## src/pkg/salp_map.vh

```
// Register map, field positions, reset values and codes of the automatic
// low-power timer. Included by the design files by its bare name.
`ifndef SALP_MAP_VH
`define SALP_MAP_VH

`define SALP_ADDR_W 8
`define SALP_PMC_OFFSET 8'h00
`define SALP_STAT_OFFSET 8'h04

`define SALP_PMC_RESET 32'h00000000
`define SALP_PD_THR_LSB 12
`define SALP_PD_THR_MSB 15
`define SALP_LP_SEL_LSB 8
`define SALP_LP_SEL_MSB 10
`define SALP_SR_THR_LSB 4
`define SALP_SR_THR_MSB 7

`define SALP_LP_SEL_SR 3'h2
`define SALP_LP_SEL_PD 3'h4

`define SALP_THR_W 4
`define SALP_CNT_W 19
`define SALP_THR_BASE 19'h00008

`define SALP_EXIT_CYCLES 4

`define SALP_RESP_OKAY 2'h0
`define SALP_RESP_SLVERR 2'h2

`endif

```

## src/rtl/salp_idle_timer.v

```verilog
// Idle counter with the threshold code decode shared by both low-power modes.
// Assumes the caller holds i_clear high while any access is pending or the
// memory is not in the active state.
`timescale 1ns/1ps
`default_nettype none
`include "salp_map.vh"

module salp_idle_timer #(
  parameter CNT_W = `SALP_CNT_W
) (
  // Clock, reset and enable.
  input wire i_clk,
  input wire i_rst_n,
  input wire i_ce,
  // Control.
  input wire i_clear,
  input wire [`SALP_THR_W-1:0] i_code,
  // Status.
  output wire o_reached
);

////////////////////////////////////////////////////////////////////////////////

  reg [CNT_W-1:0] idle_count;
  wire [CNT_W-1:0] threshold;
  wire count_full;

  // Code 0 is immediate, otherwise 16 doubled per step; code 10 gives 8192.
  assign threshold = (i_code == 4'h0) ? {CNT_W{1'b0}} :
    (`SALP_THR_BASE << i_code);
  assign count_full = &idle_count;
  assign o_reached = (idle_count >= threshold);

  // Saturating, so a long idle stretch never wraps back below the threshold.
  always @(posedge i_clk)
  begin
    if (!i_rst_n)
      idle_count <= {CNT_W{1'b0}};
    else if (i_ce)
    begin
      if (i_clear)
        idle_count <= {CNT_W{1'b0}};
      else if (!count_full)
        idle_count <= idle_count + {{(CNT_W-1){1'b0}}, 1'b1};
    end
  end

endmodule // salp_idle_timer

`default_nettype wire

```

## src/rtl/salp_top.v

```verilog
// Automatic low-power timer of an SDRAM controller with its AXI4-Lite
// control register. Assumes the controller reports pending accesses on
// i_access_pending and issues commands only while o_cmd_allow is high.
`timescale 1ns/1ps
`default_nettype none
`include "salp_map.vh"

module salp_top #(
  parameter EXIT_CYCLES = `SALP_EXIT_CYCLES
) (
  // Clock, reset and enable.
  input wire i_clk,
  input wire i_rst_n,
  input wire i_ce,
  // AXI4-Lite write address and data.
  input wire [`SALP_ADDR_W-1:0] i_s_axi_awaddr,
  input wire [2:0] i_s_axi_awprot,
  input wire i_s_axi_awvalid,
  output reg o_s_axi_awready,
  input wire [31:0] i_s_axi_wdata,
  input wire [3:0] i_s_axi_wstrb,
  input wire i_s_axi_wvalid,
  output reg o_s_axi_wready,
  // AXI4-Lite write response.
  output reg [1:0] o_s_axi_bresp,
  output reg o_s_axi_bvalid,
  input wire i_s_axi_bready,
  // AXI4-Lite read.
  input wire [`SALP_ADDR_W-1:0] i_s_axi_araddr,
  input wire [2:0] i_s_axi_arprot,
  input wire i_s_axi_arvalid,
  output reg o_s_axi_arready,
  output reg [31:0] o_s_axi_rdata,
  output reg [1:0] o_s_axi_rresp,
  output reg o_s_axi_rvalid,
  input wire i_s_axi_rready,
  // Controller side.
  input wire i_access_pending,
  output reg o_cmd_allow,
  output reg o_powerdown,
  output reg o_selfrefresh
);

////////////////////////////////////////////////////////////////////////////////

  localparam ST_ACTIVE = 2'h0;
  localparam ST_PD = 2'h1;
  localparam ST_SR = 2'h2;
  localparam ST_EXIT = 2'h3;
  localparam [31:0] PMC_RST = `SALP_PMC_RESET;

  reg [3:0] pd_thr;
  reg [2:0] lp_sel;
  reg [3:0] sr_thr;
  reg [`SALP_ADDR_W-1:0] aw_addr;
  reg [31:0] w_data;
  reg [3:0] w_strb;
  reg [1:0] state;
  reg [1:0] next_state;
  reg [3:0] exit_count;
  reg [31:0] next_rdata;
  reg [1:0] next_rresp;

  wire [31:0] pmc_value;
  wire [31:0] stat_value;
  wire aw_hs;
  wire w_hs;
  wire b_hs;
  wire ar_hs;
  wire r_hs;
  wire wr_fire;
  wire sel_sr;
  wire sel_pd;
  wire sel_on;
  wire idle_clear;
  wire reached;
  wire exit_done;

  assign aw_hs = i_s_axi_awvalid && o_s_axi_awready;
  assign w_hs = i_s_axi_wvalid && o_s_axi_wready;
  assign b_hs = o_s_axi_bvalid && i_s_axi_bready;
  assign ar_hs = i_s_axi_arvalid && o_s_axi_arready;
  assign r_hs = o_s_axi_rvalid && i_s_axi_rready;
  assign wr_fire = !o_s_axi_awready && !o_s_axi_wready && !o_s_axi_bvalid;

  // Reserved positions are not stored at all, so they can only read zero.
  assign pmc_value = {16'h0000, pd_thr, 1'b0, lp_sel, sr_thr, 4'h0};
  assign stat_value = {27'h0000000, o_cmd_allow, o_selfrefresh, o_powerdown, state};

  assign sel_sr = (lp_sel == `SALP_LP_SEL_SR);
  assign sel_pd = (lp_sel == `SALP_LP_SEL_PD);
  assign sel_on = sel_sr || sel_pd;
  assign idle_clear = i_access_pending || (state != ST_ACTIVE) || !sel_on;
  assign exit_done = (exit_count == 4'h0);

////////////////////////////////////////////////////////////////////////////////

  salp_idle_timer u_idle_timer (
    .i_clk(i_clk),
    .i_rst_n(i_rst_n),
    .i_ce(i_ce),
    .i_clear(idle_clear),
    .i_code(sel_sr ? sr_thr : pd_thr),
    .o_reached(reached)
  );

////////////////////////////////////////////////////////////////////////////////

  // Write channel: address and data are taken in either order and the
  // register is updated at the edge that raises the response.
  always @(posedge i_clk)
  begin
    if (!i_rst_n)
    begin
      o_s_axi_awready <= 1'b1;
      o_s_axi_wready <= 1'b1;
      o_s_axi_bvalid <= 1'b0;
      o_s_axi_bresp <= `SALP_RESP_OKAY;
      aw_addr <= {`SALP_ADDR_W{1'b0}};
      w_data <= 32'h00000000;
      w_strb <= 4'h0;
      pd_thr <= PMC_RST[`SALP_PD_THR_MSB:`SALP_PD_THR_LSB];
      lp_sel <= PMC_RST[`SALP_LP_SEL_MSB:`SALP_LP_SEL_LSB];
      sr_thr <= PMC_RST[`SALP_SR_THR_MSB:`SALP_SR_THR_LSB];
    end
    else if (i_ce)
    begin
      if (aw_hs)
      begin
        aw_addr <= i_s_axi_awaddr;
        o_s_axi_awready <= 1'b0;
      end
      if (w_hs)
      begin
        w_data <= i_s_axi_wdata;
        w_strb <= i_s_axi_wstrb;
        o_s_axi_wready <= 1'b0;
      end
      if (wr_fire)
      begin
        o_s_axi_bvalid <= 1'b1;
        if ({aw_addr[`SALP_ADDR_W-1:2], 2'b00} == `SALP_PMC_OFFSET)
        begin
          o_s_axi_bresp <= `SALP_RESP_OKAY;
          if (w_strb[1])
          begin
            pd_thr <= w_data[`SALP_PD_THR_MSB:`SALP_PD_THR_LSB];
            lp_sel <= w_data[`SALP_LP_SEL_MSB:`SALP_LP_SEL_LSB];
          end
          if (w_strb[0])
            sr_thr <= w_data[`SALP_SR_THR_MSB:`SALP_SR_THR_LSB];
        end
        else if ({aw_addr[`SALP_ADDR_W-1:2], 2'b00} == `SALP_STAT_OFFSET)
          o_s_axi_bresp <= `SALP_RESP_OKAY;
        else
          o_s_axi_bresp <= `SALP_RESP_SLVERR;
      end
      if (b_hs)
      begin
        o_s_axi_bvalid <= 1'b0;
        o_s_axi_awready <= 1'b1;
        o_s_axi_wready <= 1'b1;
      end
    end
  end

////////////////////////////////////////////////////////////////////////////////

  always @*
  begin
    next_rdata = 32'h00000000;
    next_rresp = `SALP_RESP_OKAY;
    if ({i_s_axi_araddr[`SALP_ADDR_W-1:2], 2'b00} == `SALP_PMC_OFFSET)
      next_rdata = pmc_value;
    else if ({i_s_axi_araddr[`SALP_ADDR_W-1:2], 2'b00} == `SALP_STAT_OFFSET)
      next_rdata = stat_value;
    else
      next_rresp = `SALP_RESP_SLVERR;
  end

  always @(posedge i_clk)
  begin
    if (!i_rst_n)
    begin
      o_s_axi_arready <= 1'b1;
      o_s_axi_rvalid <= 1'b0;
      o_s_axi_rdata <= 32'h00000000;
      o_s_axi_rresp <= `SALP_RESP_OKAY;
    end
    else if (i_ce)
    begin
      if (ar_hs)
      begin
        o_s_axi_arready <= 1'b0;
        o_s_axi_rvalid <= 1'b1;
        o_s_axi_rdata <= next_rdata;
        o_s_axi_rresp <= next_rresp;
      end
      else if (r_hs)
      begin
        o_s_axi_rvalid <= 1'b0;
        o_s_axi_arready <= 1'b1;
      end
    end
  end

////////////////////////////////////////////////////////////////////////////////

  // A selector change while in low power does not force an exit; only an
  // access wakes the memory, which keeps the power state predictable.
  always @*
  begin
    next_state = state;
    case (state)
      ST_ACTIVE:
      begin
        if (!i_access_pending && sel_on && reached)
          next_state = sel_sr ? ST_SR : ST_PD;
      end
      ST_PD:
      begin
        if (i_access_pending)
          next_state = ST_EXIT;
      end
      ST_SR:
      begin
        if (i_access_pending)
          next_state = ST_EXIT;
      end
      ST_EXIT:
      begin
        if (exit_done)
          next_state = ST_ACTIVE;
      end
      default:
        next_state = ST_ACTIVE;
    endcase
  end

  always @(posedge i_clk)
  begin
    if (!i_rst_n)
    begin
      state <= ST_ACTIVE;
      exit_count <= 4'h0;
      o_cmd_allow <= 1'b1;
      o_powerdown <= 1'b0;
      o_selfrefresh <= 1'b0;
    end
    else if (i_ce)
    begin
      state <= next_state;
      if (next_state == ST_EXIT && state != ST_EXIT)
        exit_count <= EXIT_CYCLES[3:0] - 4'h1;
      else if (!exit_done)
        exit_count <= exit_count - 4'h1;
      o_cmd_allow <= (next_state == ST_ACTIVE);
      o_powerdown <= (next_state == ST_PD);
      o_selfrefresh <= (next_state == ST_SR);
    end
  end

endmodule // salp_top

`default_nettype wire

```

## config.mk

```make
export PLATFORM = sky130hd
export DESIGN_NAME = salp_top
export DESIGN_NICKNAME = d
export VERILOG_FILES = /design/src/rtl/salp_idle_timer.v /design/src/rtl/salp_top.v
export VERILOG_INCLUDE_DIRS = /design/src /design/src/pkg
export SDC_FILE = /design/constraint.sdc
export NUM_CORES = 1
export LEC_CHECK = 0
export BUFFER_PORTS_ARGS = -buffer_cell sky130_fd_sc_hd__buf_2
export CORE_MARGIN = 3
export CORE_UTILIZATION = 55
export DETAILED_ROUTE_END_ITERATION = 12
export PLACE_DENSITY = 0.87
export REMOVE_ABC_BUFFERS = 1
export SYNTH_ARGS = -nofsm -noshare
export SYNTH_HDL_FRONTEND = slang
export SYNTH_SLANG_ARGS = --single-unit
export TNS_END_PERCENT = 50
```

## constraint.sdc

```tcl
create_clock -name i_clk -period 9.1 [get_ports i_clk]
set_clock_uncertainty 0.05 [all_clocks]
set_input_delay 0.91 -clock i_clk [delete_from_list [all_inputs] [get_ports i_clk]]
set_output_delay 0.91 -clock i_clk [all_outputs]
set_load 0.01 [all_outputs]
```

==> results.py <==
metrics = {
    "logic_synthesis": {
        "avgSynthCellArea_um2": 8.42,
        "synth.yosys.seq_area_share_pct": 39.1,
        "yosys_most_used_dff": "dfxtp_1",
        "ys_types": 53,
        "ys_seq_elements": 80,
        "yosysTopAreaCellShare_pct": 39.1,
        "synth_area_leaders": "dfxtp_1, nand2_1, ha_1",
        "yosysTopAreaCell": "dfxtp_1",
        "synth_edf_count": 0,
        "ys.warnings.count": 0,
        "synthesis.area_um2": 4100,
        "asyncSetResetFlopFracSynth_pct": 0,
        "synthCells": 487,
    },
    "cells_and_area": {
        "final_cell_count_no_fill": 640,
        "antenna_cells": 0,
        "syn2layout_area_growth_pct": 11.2,
        "n_fill_cell": 565,
        "drive_gt1_share_pct": 17.5,
        "fin_area_um2": 4560,
        "final_core_util_pct": 65.0,
        "nets": 627,
    },
    "worst_setup_path": {
        "path_cells": "nand2b_1 > nor2_1 > nand3b_1 > o21ai_0 > nand2_1 > ha_1 > o211ai_1 > a2111oi_0 > o211ai_1 > a2111oi_0 > a221o_1",
        "crit_type": "reg2reg",
        "r2r_cells": 11,
        "reg2reg_to": "o_selfrefresh$_SDFFE_PN0P_",
        "timing.rr.start": "lp_sel[2]$_SDFFE_PN0P_",
        "crit_path_end_kind": "flip-flop",
        "critPathBufInv": 0,
        "cp-start-kind": "flip-flop",
        "cp_top_family": "compound AO/OA/AOI/OAI gates",
        "slowest_delay_ns": 0.67,
        "cp.required_ns": 9.35,
        "worst_path_max_delay_cell": "nor2_1",
        "crit_fanout": 17,
        "rrSetupSlack_ns": 5.24,
        "worstPathArrival_ns": 4.11,
    },
    "die": {
        "rows": 30,
        "dieArea_um2": 8530,
        "die_w_um": 92.3,
        "io_pins": 111,
        "initial_core_util_pct": 58.4,
        "coreArea_um2": 7020,
        "die-height_um": 92.3,
    },
    "routing": {
        "routed_wl_um": 9070,
        "drt-wirelength-per-cell_um": 14.2,
        "drc": 0,
        "drtAntennaViolNets": 0,
        "firstDrtPassIters": 5,
        "dr_total_vias": 3677,
        "drt_iter0_markers": 215,
        "viasPerCell": 5.75,
    },
    "grt": {
        "grt_pass1_vias": 3482,
        "grt_first_pass_wirelength_um": 15300,
        "antenna_found_initial": 0,
        "grt.total_usage_pct": 21.8,
        "grt-ovfl-total": 0,
        "grt_start_max_net_pins": 53,
    },
    "timing": {
        "slew_headroom_pct": 40.2,
        "slew_viol_final": 0,
        "min_period_ns": 3.86,
        "finalSetupTns_ns": 0,
        "rsz0062_at_grt": "no",
        "worst_slew_pin_slew_ns": 0.890,
        "final_hold_viol_count": 0,
        "fmax_mhz": 259,
        "period_share_pct": 42.4,
        "setup_violations": 0,
    },
    "power_and_ir_drop": {
        "peakVddDrop_mv": 0.0968,
        "leakage_nw": 1.88,
        "powerDensity_nw_per_um2": 158,
        "p_total_w": 0.000723,
    },
    "min_path": {
        "hold_class": "reg2reg",
        "whs_path_depth": 2,
        "min_from": "o_s_axi_rdata[0]$_SDFFE_PN0P_",
        "holdPathEnd": "o_s_axi_rdata[0]$_SDFFE_PN0P_",
    },
    "placed_design": {
        "placed_cells": 624,
        "io_buffers": 58,
        "dp_hpwl_um": 6590,
        "gp_congestion": 0.868,
        "place_area_um2": 4360,
    },
    "clock_tree": {
        "cts_root_buf": "clkbuf_8",
        "h-tree-depth": 3,
        "cts.path.max_buffers": 2,
        "numCtsBuffers": 9,
        "clkSlewWorstSetupHoldPaths_ns": 0.08,
        "clk-insertion-delay-late_ns": 0.36,
        "post_cts_buffers": 0,
        "clock_sink_count": 80,
        "postCtsHoldBufs": 0,
        "cts_tree": "built",
        "cts_resized": 0,
    },
    "run": {
        "drv_cap": 0,
    },
    "status": {
        "status": "finished clean",
    },
}
registers in the layout, summed over array words and instances, names as in the netlist, 2 cells and up:
register / flops
lp_sel: 3
w_strb: 2
exit_count: 4
o_s_axi_rdata: 15
w_data: 11
u_idle_timer.idle_count: 19
sr_thr: 4
state: 2
pd_thr: 4
aw_addr: 6
cells in the mapped netlist, drive strengths merged, types with 4 or more instances:
| cell | instances |
|---|---|
| or4 | 12 |
| clkbuf | 12 |
| nand4 | 6 |
| nor3 | 4 |
| nor2 | 46 |
| nand2 | 73 |
| nand3 | 22 |
| dfxtp | 80 |
| o21ai | 20 |
| and3 | 8 |
| nand2b | 7 |
| or3 | 8 |
| a21oi | 44 |
| inv | 12 |
| a211oi | 5 |
| o31ai | 12 |
| mux2i | 17 |
| ha | 21 |
| buf | 26 |
| nand3b | 4 |
| a22oi | 13 |
logic make-up after synthesis:
group                      share of synthesized area, %
xor gates and xnor gates                          0.214
DFF                                                39.1
AOI/OAI and AO/OA                                  18.5
buffers and inverters                              7.17
and+or+nand+nor                                    23.5
other                                             0.183
adders and majority gates                          6.41
muxes                                              4.97
cell usage in the layout (no fill, tap or decap), types with 7 or more instances in the layout:
cell,netlist,final
a21oi_1,39,39
a22oi_1,13,13
and3_1,8,8
buf_2,3,58
clkbuf_8,0,10
conb_1,2,20
dfxtp_1,80,80
ha_1,21,21
inv_1,12,12
mux2i_1,17,17
nand2_1,72,72
nand2b_1,7,7
nand3_1,22,22
nor2_1,46,46
o21ai_0,13,13
o31ai_1,12,12
or3_1,8,8
or4_1,12,12
per-layer routing:
| metal | part of all wire [%] | GRT usage [%] | vias up | wire length, um |
|---|---|---|---|---|
| li1 | - | - | 1823 | - |
| met1 | 43 | 26.3 | 1707 | 3870 |
| met2 | 50 | 37.7 | 125 | 4560 |
| met3 | 5.0 | 4.55 | 22 | 454 |
| met4 | 2.0 | 9.03 | 0 | 185 |
| met5 | 0 | 0 | - | 0 |
power by group:
group          switching (W)  internal [W]  total [W]
Sequential        0.00000796      0.000361   0.000369
Clock               0.000137      0.000137   0.000274
Combinational      0.0000466     0.0000328  0.0000794
Total               0.000192      0.000531   0.000723
metrics by stage:
step,hold WS [ns],setup WS (ns)
after floorplan,0.386,5.87
after global placement,0.387,5.53
after detailed placement,0.397,5.32
after CTS,0.409,5.31
after global routing,0.423,4.85
final,0.406,5.24
worst register-to-register path, cell delays in order (launching register included):
cell       delay [ns]
dfxtp_1          0.34
nand2b_1         0.17
nor2_1           0.67
nand3b_1         0.16
o21ai_0          0.24
nand2_1          0.12
ha_1             0.30
o211ai_1         0.08
a2111oi_0        0.48
o211ai_1         0.34
a2111oi_0        0.65
a221o_1          0.21
final cells by class:
class	instances	area, um2	area share (%)
Clock buffer	11	141	3.10
Clock inverter	5	63.8	1.40
Inverter	13	48.8	1.07
Multi-Input combinational cell	374	2270	49.8
Sequential cell	80	1600	35.1
Tap cell	96	120	2.63
Timing Repair Buffer	61	313	6.86
worst max path at each step:
stage	depth (start not counted)	startpoint	to
floorplan	5	i_access_pending	u_idle_timer.idle_count[1]$_SDFFE_PN0P_
global placement	11	lp_sel[2]$_SDFFE_PN0P_	o_selfrefresh$_SDFFE_PN0P_
detailed placement	11	lp_sel[2]$_SDFFE_PN0P_	o_selfrefresh$_SDFFE_PN0P_
CTS	11	lp_sel[2]$_SDFFE_PN0P_	o_selfrefresh$_SDFFE_PN0P_
global route	11	lp_sel[2]$_SDFFE_PN0P_	o_selfrefresh$_SDFFE_PN0P_
finish	11	lp_sel[2]$_SDFFE_PN0P_	o_selfrefresh$_SDFFE_PN0P_
Note: power is estimated with default switching activity, not from simulation.
